[src/design/lin_cfg_pkg.sv]
// Package: register map, field layout, reset values and types of the LIN node configuration block
`default_nettype none
package lin_cfg_pkg;
	// ==========================================================
	// Direct register selects
	localparam logic [1:0] SEL_NODE_CONFIG = 2'h0;
	localparam logic [1:0] SEL_INDEX = 2'h1;
	localparam logic [1:0] SEL_WINDOW = 2'h2;
	// ==========================================================
	// Indirect register indices
	localparam logic [7:0] IDX_LINK_COMMAND = 8'h08;
	localparam logic [7:0] IDX_LINK_STATUS = 8'h09;
	localparam logic [7:0] IDX_FRAME_LEN_CKS = 8'h0b;
	localparam logic [7:0] IDX_BAUD_DIV_LOW = 8'h0c;
	localparam logic [7:0] IDX_BAUD_SCALE = 8'h0d;
	// ==========================================================
	// Field positions
	localparam int CFG_ACTIVATE_BIT = 7;
	localparam int CFG_MASTER_BIT = 6;
	localparam int CFG_AUTO_RATE_BIT = 5;
	localparam int CMD_CLR_IRQ_BIT = 3;
	localparam int CMD_CLR_ERR_BIT = 2;
	localparam int SIZE_ENHANCED_BIT = 7;
	localparam int STAT_DONE_BIT = 0;
	localparam int STAT_ERR_BIT = 2;
	localparam int STAT_IRQ_BIT = 3;
	localparam int STAT_AUTO_BIT = 5;
	localparam int STAT_MASTER_BIT = 6;
	localparam int STAT_BUSY_BIT = 7;
	// ==========================================================
	// Reset values and limits
	localparam logic [7:0] NODE_CONFIG_RST = 8'h00;
	localparam logic [7:0] INDEX_RST = 8'h00;
	localparam logic [7:0] SCALE_RST = 8'h00;
	localparam logic [7:0] DIV_LOW_RST = 8'h00;
	localparam logic [7:0] FRAME_LEN_RST = 8'h00;
	localparam logic [8:0] DIVIDER_MIN = 9'h0c8;
	localparam logic [3:0] LEN_FROM_ID = 4'hf;
	localparam logic [3:0] LEN_MAX = 4'h8;
	localparam int SYS_CLOCK_MIN_HZ = 8000000;
	localparam int CLK_PERIOD_NS = 10;

	// Direct register access strobe bundle
	typedef struct packed {
		logic [1:0] sel;
		logic wr;
		logic rd;
		logic [7:0] wdata;
	} sfr_req_t;

	// Checksum engine states
	typedef enum logic [1:0] {
		CK_IDLE,
		CK_RUN,
		CK_FOLD
	} cks_state_t;

	// Whole state of the main module
	typedef struct packed {
		logic [7:0] cfg;
		logic [7:0] idx;
		logic [7:0] scale;
		logic [7:0] div_lo;
		logic [7:0] size;
		logic err;
		logic irq;
		logic [7:0] rdata;
		logic [3:0] pre_cnt;
		logic [8:0] div_cnt;
		logic [4:0] mul_cnt;
		logic tick;
		cks_state_t st;
		logic [7:0] acc;
		logic [3:0] cnt;
		logic [3:0] len;
		logic [7:0] cks;
		logic cks_done;
		logic done_flag;
	} node_state_t;

	// Whole state of the two-entry buffer
	typedef struct packed {
		logic [1:0][7:0] mem;
		logic wp;
		logic rp;
		logic [1:0] level;
	} buf_state_t;
endpackage
`default_nettype wire

[src/design/byte_skid_buffer.sv]
// Two-entry byte buffer with valid/ready on both sides
`default_nettype none
module byte_skid_buffer import lin_cfg_pkg::*; (
	// Clock and reset
	input wire logic CLK,
	input wire logic RST_N,
	// Filling side
	input wire logic IN_VALID,
	output logic IN_READY,
	input wire logic [7:0] IN_DATA,
	// Draining side
	output logic OUT_VALID,
	input wire logic OUT_READY,
	output logic [7:0] OUT_DATA
);
	buf_state_t s_q, s_d;
	logic push, pop;

	// ==========================================================
	// Handshakes; full and empty come straight from the level
	assign IN_READY = (s_q.level != 2'h2);
	assign OUT_VALID = (s_q.level != 2'h0);
	assign OUT_DATA = s_q.mem[s_q.rp]; // Entry is a flop, so data leaves registered
	assign push = IN_VALID && IN_READY;
	assign pop = OUT_VALID && OUT_READY;

	// Next state
	always_comb begin
		s_d = s_q;
		if (push) begin
			s_d.mem[s_q.wp] = IN_DATA;
			s_d.wp = ~s_q.wp;
		end
		if (pop) begin
			s_d.rp = ~s_q.rp;
		end
		if (push && !pop) begin
			s_d.level = s_q.level + 2'h1;
		end else if (pop && !push) begin
			s_d.level = s_q.level - 2'h1;
		end
	end

	// State register
	always_ff @(posedge CLK) begin
		if (!RST_N) begin
			s_q <= '0;
		end else begin
			s_q <= s_d;
		end
	end
endmodule // byte_skid_buffer
`default_nettype wire

[src/design/lin_node_config_baud.sv]
// LIN node configuration registers, bit-rate tick generator and checksum engine
// Functional notes
// - The bit rate is the clock divided by 2^(prescaler+1), by the divider and, at manual rate, by (multiplier+1).
// - Prescaler spans 0..3, multiplier 0..31 and divider 200..511.
// - Bit six of the node configuration register selects master or slave role.
// - Bit five of the node configuration register selects manual or automatic rate detection.
// - Automatic rate detection works only in slave role; a master always uses the manual rate.
// - All registers but node configuration and the index are reached through the index register and a data window.
// - Frame checksums are computed in hardware, classic or enhanced as software selects.
// - The scale register holds prescaler in bits 7:6, multiplier in 5:1 and divider bit 8 in bit 0.
// - Divider bits 7:0 live at index 0x0c behind the window.
// - Writing 0x80 to the frame length and checksum register selects the enhanced checksum.
// - Node configuration bit seven activates the interface and bit six set means master.
// - Writing 0x0c to the command register clears pending error flags and the interrupt request.
`default_nettype none
module lin_node_config_baud import lin_cfg_pkg::*; (
	// Clock and reset
	input wire logic CLK,
	input wire logic RST_N,
	// Direct register port
	input wire logic [1:0] SFR_SEL,
	input wire logic SFR_WR,
	input wire logic SFR_RD,
	input wire logic [7:0] SFR_WDATA,
	output logic [7:0] SFR_RDATA,
	// Settings toward the frame engines
	output logic LINK_ENABLE,
	output logic MASTER_ROLE,
	output logic AUTO_RATE,
	output logic ENHANCED_CKS,
	output logic [3:0] FRAME_LEN,
	output logic BIT_TICK,
	// Events from the frame engines
	input wire logic ERR_EVENT,
	input wire logic IRQ_EVENT,
	output logic ERR_PENDING,
	output logic IRQ_PENDING,
	// Checksum byte stream
	input wire logic FRAME_START,
	input wire logic [7:0] FRAME_PID,
	input wire logic BYTE_VALID,
	output logic BYTE_READY,
	input wire logic [7:0] BYTE_DATA,
	output logic [7:0] CKS_VALUE,
	output logic CKS_DONE
);
	node_state_t s_q, s_d;
	sfr_req_t req;
	logic buf_valid, buf_ready;
	logic [7:0] buf_data;
	logic auto_eff, active;
	logic [1:0] presc;
	logic [4:0] mult;
	logic [8:0] divider, div_eff;
	logic [3:0] pre_top;
	logic pre_hit, div_hit, mul_hit;
	logic win_wr, win_rd;
	logic [8:0] sum;
	logic [3:0] len_dec;
	logic [7:0] status;

	// ==========================================================
	// Request bundle
	assign req = '{sel: SFR_SEL, wr: SFR_WR, rd: SFR_RD, wdata: SFR_WDATA};
	assign win_wr = req.wr && (req.sel == SEL_WINDOW);
	assign win_rd = req.rd && (req.sel == SEL_WINDOW);

	// ==========================================================
	// Byte stream buffer; the engine stalls it while idle, so only a switch-off mid-frame drops a byte
	byte_skid_buffer u_buf (
		.CLK(CLK),
		.RST_N(RST_N),
		.IN_VALID(BYTE_VALID),
		.IN_READY(BYTE_READY),
		.IN_DATA(BYTE_DATA),
		.OUT_VALID(buf_valid),
		.OUT_READY(buf_ready),
		.OUT_DATA(buf_data)
	);

	// ==========================================================
	// Decoded settings
	assign active = s_q.cfg[CFG_ACTIVATE_BIT];
	assign auto_eff = s_q.cfg[CFG_AUTO_RATE_BIT] && !s_q.cfg[CFG_MASTER_BIT];
	assign presc = s_q.scale[7:6];
	assign mult = auto_eff ? 5'h00 : s_q.scale[5:1];
	assign divider = {s_q.scale[0], s_q.div_lo};
	// Values below the floor would push the tick past the bit-rate range
	assign div_eff = (divider < DIVIDER_MIN) ? DIVIDER_MIN : divider;
	assign pre_top = 4'((5'h02 << presc) - 5'h01); // 2^(p+1) clocks per stage
	assign pre_hit = (s_q.pre_cnt == pre_top);
	assign div_hit = pre_hit && (s_q.div_cnt == div_eff - 9'h001);
	assign mul_hit = div_hit && (s_q.mul_cnt == mult);

	// Length decoded from the identifier when software asks for it
	always_comb begin
		len_dec = s_q.size[3:0];
		if (s_q.size[3:0] == LEN_FROM_ID) begin
			case (FRAME_PID[5:4])
				2'h0: len_dec = 4'h2;
				2'h1: len_dec = 4'h2;
				2'h2: len_dec = 4'h4;
				default: len_dec = 4'h8;
			endcase
		end else if (s_q.size[3:0] > LEN_MAX) begin
			len_dec = LEN_MAX;
		end
	end

	// Carry-folding add of the next byte
	assign sum = {1'b0, s_q.acc} + {1'b0, buf_data};
	assign buf_ready = (s_q.st == CK_RUN);

	// Status view of the block's own state
	always_comb begin
		status = 8'h00;
		status[STAT_DONE_BIT] = s_q.done_flag;
		status[STAT_ERR_BIT] = s_q.err;
		status[STAT_IRQ_BIT] = s_q.irq;
		status[STAT_AUTO_BIT] = auto_eff;
		status[STAT_MASTER_BIT] = s_q.cfg[CFG_MASTER_BIT];
		status[STAT_BUSY_BIT] = (s_q.st != CK_IDLE);
	end

	// ==========================================================
	// Next-state logic
	always_comb begin
		s_d = s_q;
		s_d.tick = 1'b0;
		s_d.cks_done = 1'b0;

		// Direct registers
		if (req.wr && req.sel == SEL_NODE_CONFIG) begin
			s_d.cfg = req.wdata;
		end else if (req.wr && req.sel == SEL_INDEX) begin
			s_d.idx = req.wdata;
		end

		// Window writes land in the register picked by the index
		if (win_wr) begin
			if (s_q.idx == IDX_BAUD_SCALE) begin
				s_d.scale = req.wdata;
			end else if (s_q.idx == IDX_BAUD_DIV_LOW) begin
				s_d.div_lo = req.wdata;
			end else if (s_q.idx == IDX_FRAME_LEN_CKS) begin
				s_d.size = req.wdata;
			end else if (s_q.idx == IDX_LINK_COMMAND) begin
				if (req.wdata[CMD_CLR_ERR_BIT]) begin
					s_d.err = 1'b0;
					s_d.done_flag = 1'b0;
				end
				if (req.wdata[CMD_CLR_IRQ_BIT]) begin
					s_d.irq = 1'b0;
				end
			end
		end
		// Hardware events win over a clear in the same cycle
		if (ERR_EVENT) begin
			s_d.err = 1'b1;
		end
		if (IRQ_EVENT) begin
			s_d.irq = 1'b1;
		end

		// Reads through the window and directly; unmapped indices read zero
		if (req.rd) begin
			if (req.sel == SEL_NODE_CONFIG) begin
				s_d.rdata = s_q.cfg;
			end else if (req.sel == SEL_INDEX) begin
				s_d.rdata = s_q.idx;
			end else if (win_rd && s_q.idx == IDX_BAUD_SCALE) begin
				s_d.rdata = s_q.scale;
			end else if (win_rd && s_q.idx == IDX_BAUD_DIV_LOW) begin
				s_d.rdata = s_q.div_lo;
			end else if (win_rd && s_q.idx == IDX_FRAME_LEN_CKS) begin
				s_d.rdata = s_q.size;
			end else if (win_rd && s_q.idx == IDX_LINK_STATUS) begin
				s_d.rdata = status;
			end else begin
				s_d.rdata = 8'h00;
			end
		end

		// Cascaded counters; held cleared while the interface is off
		if (!active) begin
			s_d.pre_cnt = 4'h0;
			s_d.div_cnt = 9'h000;
			s_d.mul_cnt = 5'h00;
		end else begin
			s_d.pre_cnt = pre_hit ? 4'h0 : s_q.pre_cnt + 4'h1;
			if (div_hit) begin
				s_d.div_cnt = 9'h000;
				s_d.mul_cnt = mul_hit ? 5'h00 : s_q.mul_cnt + 5'h01;
			end else if (pre_hit) begin
				s_d.div_cnt = s_q.div_cnt + 9'h001;
			end
			s_d.tick = mul_hit;
		end

		// Checksum engine: classic sums data only, enhanced seeds with the identifier
		case (s_q.st)
			CK_IDLE: begin
				if (FRAME_START && active) begin
					s_d.acc = s_q.size[SIZE_ENHANCED_BIT] ? FRAME_PID : 8'h00;
					s_d.cnt = 4'h0;
					s_d.len = len_dec;
					s_d.done_flag = 1'b0;
					s_d.st = CK_RUN;
				end
			end
			CK_RUN: begin
				if (!active) begin
					s_d.st = CK_IDLE;
				end else if (buf_valid) begin
					s_d.acc = sum[7:0] + {7'h00, sum[8]};
					s_d.cnt = s_q.cnt + 4'h1;
					if (s_q.cnt + 4'h1 >= s_q.len) begin
						s_d.st = CK_FOLD;
					end
				end
			end
			CK_FOLD: begin
				s_d.cks = ~s_q.acc;
				s_d.cks_done = 1'b1;
				s_d.done_flag = 1'b1;
				s_d.st = CK_IDLE;
			end
			default: begin
				s_d.st = CK_IDLE;
			end
		endcase
	end

	// ==========================================================
	// State register
	always_ff @(posedge CLK) begin
		if (!RST_N) begin
			s_q <= '0;
			s_q.cfg <= NODE_CONFIG_RST;
			s_q.idx <= INDEX_RST;
			s_q.scale <= SCALE_RST;
			s_q.div_lo <= DIV_LOW_RST;
			s_q.size <= FRAME_LEN_RST;
			s_q.st <= CK_IDLE;
		end else begin
			s_q <= s_d;
		end
	end

	// ==========================================================
	// Outputs
	assign SFR_RDATA = s_q.rdata;
	assign LINK_ENABLE = active;
	assign MASTER_ROLE = s_q.cfg[CFG_MASTER_BIT];
	assign AUTO_RATE = auto_eff;
	assign ENHANCED_CKS = s_q.size[SIZE_ENHANCED_BIT];
	assign FRAME_LEN = s_q.size[3:0];
	assign BIT_TICK = s_q.tick;
	assign ERR_PENDING = s_q.err;
	assign IRQ_PENDING = s_q.irq;
	assign CKS_VALUE = s_q.cks;
	assign CKS_DONE = s_q.cks_done;
endmodule // lin_node_config_baud
`default_nettype wire

[config.mk]
export PLATFORM = sky130hd
export DESIGN_NAME = lin_node_config_baud
export DESIGN_NICKNAME = d
export VERILOG_FILES = /design/src/design/lin_cfg_pkg.sv /design/src/design/byte_skid_buffer.sv /design/src/design/lin_node_config_baud.sv
export SDC_FILE = /design/constraint.sdc
export NUM_CORES = 1
export LEC_CHECK = 0
export BUFFER_PORTS_ARGS = -buffer_cell sky130_fd_sc_hd__buf_4
export CAP_MARGIN = 40
export CORE_MARGIN = 5
export CORE_UTILIZATION = 38
export DETAILED_ROUTE_END_ITERATION = 12
export MAX_ROUTING_LAYER = met4
export PLACE_DENSITY_LB_ADDON = 0.08
export SYNTH_ARGS = -nofsm -noshare
export SYNTH_HDL_FRONTEND = slang
export SYNTH_HIERARCHICAL = 1
export SYNTH_SLANG_ARGS = --single-unit
export TNS_END_PERCENT = 50
[constraint.sdc]
create_clock -name CLK -period 4.45 [get_ports CLK]
set_clock_uncertainty 0.1 [all_clocks]
set_input_delay 0 -clock CLK [delete_from_list [all_inputs] [get_ports CLK]]
set_output_delay 0 -clock CLK [all_outputs]
set_load 0.02 [all_outputs]
==> out/metrics.cfg <==
[detailed_routing]
dr_total_vias = 5416
postRouteAntennaNets = 0
drt-vias-per-instance = 5.18
wl_per_cell_um = 16.4
drtIter0Drc = 255
drc = 0
postRouteWirelength_um = 17100
drt_pass1_iterations = 4

[clock_tree]
tritoncts = done
clk_path_buf_depth = 2
insertion_delay_ns = 0.41
numCtsBuffers = 17
clock-sinks = 117
htreeDepth = 4
clock-root-buffer = clkbuf_16
clkTransAtPathRegs_ns = 0.06

[floorplanning]
start_util_pct = 38.3
dieHeight_um = 141
dieWidth_um = 141
dieArea_um2 = 19900
coreArea_um2 = 17100
io_pins = 63
num_rows = 48

[timing]
worst_slack_ns = 0.675
timing.hold.ws_ns = 0.0421
setup-violations-final = 0
min_period_ns = 3.77
maxSlewHeadroom_pct = 54.3
fmax_ghz = 0.265
drv_slew = 0
finalCritPeriodShare_pct = 84.8
fin_tns_setup_ns = 0
rsz0062_at_grt = no
worstMarginPinSlew_ns = 0.684
hold_violations = 0

[pwr]
total_power_mw = 2.84
powerDensity_nw_per_um2 = 354
cellLeakagePower_nw = 3.20
peakVddDrop_uv = 290

[synthesis]
synthFlopType = dfxtp_1
synth_nets = 797
avgSynthCellArea_um2 = 8.80
synthCells = 742
synthArstFlopShare_pct = 0
ys_ff_latch = 117
yosys_warnings = 6
synth_edf_count = 0
synth_area_um2 = 6530
ys_seq_area_share_pct = 35.9
synth.distinct_cells = 71

[final_layout]
nets = 863
antenna_cells = 0
syn_to_final_growth_pct = 22.9
stdcell_area_um2 = 8030
final_core_util_pct = 47.1
fin_cells = 1045
layout-drive-gt1-share_pct = 15.0

[placed_design]
dp_hpwl_um = 12000
pre_cts_slack_ns = 0.662
gp_congestion = 0.876
placedInstanceArea_um2 = 6980
dp_cells = 974
port_buffers = 62

[global_routing]
grt_overflow_total = 0
grt_pass1_wl_um = 27500
antenna_found_initial = 0
grt_max_degree = 78
grt_pass1_vias = 5401
grtUsageTotal_pct = 17.9

[setup_path]
worstSetupEndpointType = flop
worst_setup_path_start_kind = flop
ff2ff_setup_slack_ns = 0.68
path_class = flop to flop
cp.arrival_ns = 3.98
required_ns = 4.66
cp_max_fo = 9

[run_status]
status = complete, no violations

[min_path]
hold_path.class = primary input to flop

[flow_run]
drv_cap = 0

final cells by class:
| class | instances | area, um^2 |
|---|---|---|
| Clock buffer | 23 | 498 |
| Clock inverter | 8 | 145 |
| Fill cell | 1652 | 9030 |
| Inverter | 14 | 52.6 |
| Multi-Input combinational cell | 551 | 3800 |
| Sequential cell | 117 | 2340 |
| Tap cell | 225 | 282 |
| Timing Repair Buffer | 107 | 905 |
power breakdown:
part / switching, mW / total, mW / internal (mW)
registers: 0.0244 / 1.10 / 1.07
clock network: 0.488 / 1.49 / 1.01
logic: 0.123 / 0.247 / 0.124
Yosys cell counts, types with 13 or more instances:
library cell,number,area (um^2)
dfxtp_1,117,2340
nand2_1,91,342
mux2i_1,61,611
nor2b_1,43,269
nor2_1,37,139
o21ai_0,31,155
clkbuf_1,28,105
a21oi_1,27,135
nand3_1,23,115
a21boi_0,22,165
buf_4,21,158
ha_1,20,250
xnor2_1,19,166
inv_1,14,52.6
xor2_1,14,123
o211a_1,13,130
kinds of logic (layout without fill, tap and decap cells):
logic type / Yosys count / after routing / share of synthesized area, %
DFF: 117 / 117 / 35.9
and+or+nand+nor: 276 / 276 / 22.3
xor gates and xnor gates: 34 / 34 / 4.77
muxes: 69 / 69 / 10.7
buffers and inverters: 74 / 152 / 5.96
AOI/OAI and AO/OA: 151 / 151 / 16.2
adders and majority gates: 21 / 21 / 4.14
critical path, cell delays in order (launching register included):
cell	delay [ns]
dfxtp_1	0.54
mux2_2	0.38
ha_1	0.22
fa_1	0.43
a211oi_1	0.30
o21bai_1	0.12
a21oi_1	0.23
o21bai_1	0.09
a21o_1	0.19
ha_1	0.20
ha_1	0.19
or2_2	0.29
a32oi_1	0.19
nand2_1	0.08
o211a_1	0.13
layout by cell type, fill, tap and decap left out, types with 8 or more instances in the layout:
master	synthesis	routed
nor3_1	12	12
mux2_2	8	8
nand3_1	23	23
mux2i_1	61	61
inv_1	14	14
clkbuf_16	0	17
nand2b_1	12	12
nand4_1	8	8
xnor2_1	19	19
a21boi_0	22	22
nor2b_1	43	43
o21ai_0	31	31
dfxtp_1	117	117
xor2_1	14	14
a21oi_1	27	27
ha_1	20	20
a22oi_1	10	10
buf_4	21	65
and2_1	8	8
dlygate4sd3_1	0	40
o211a_1	13	13
nor2_1	37	37
nand2_1	91	91
final timing paths:
check                     start  cells after the start       endpoint
hold / removal           SFR_WR                      4        s_q[94]
setup reg to reg   u_buf/s_q[2]                     14        s_q[20]
hold reg to reg   u_buf/s_q[10]                      2  u_buf/s_q[10]
setup / recovery   u_buf/s_q[2]                     14        s_q[20]
flip-flops by register name (all words and copies together), names as in the netlist, 2 cells and up:
signal and flops:
FRAME_LEN 4, CKS_VALUE 8, presc 2, SFR_RDATA 8, s_q 59, divider 9, u_buf/s_q 20
what timing repair did:
action	4_1_cts	5_1_grt
gates resized for setup	0	0
hold endpoints to repair	82	0
buffers inserted	0	0
endpoints found under the setup margin	0	0
hold buffers	40	0
routing by layer:
layer	global-route usage, %	share of wire, %	vias up	routed length (um)
met3	4.04	3.7	20	640
met4	5.51	1.6	0	279
met1	21.9	45	2549	7750
li1	-	-	2750	-
met2	29.4	49	97	8440
met5	-	0	-	0
Power figures use the tool's default switching activity.
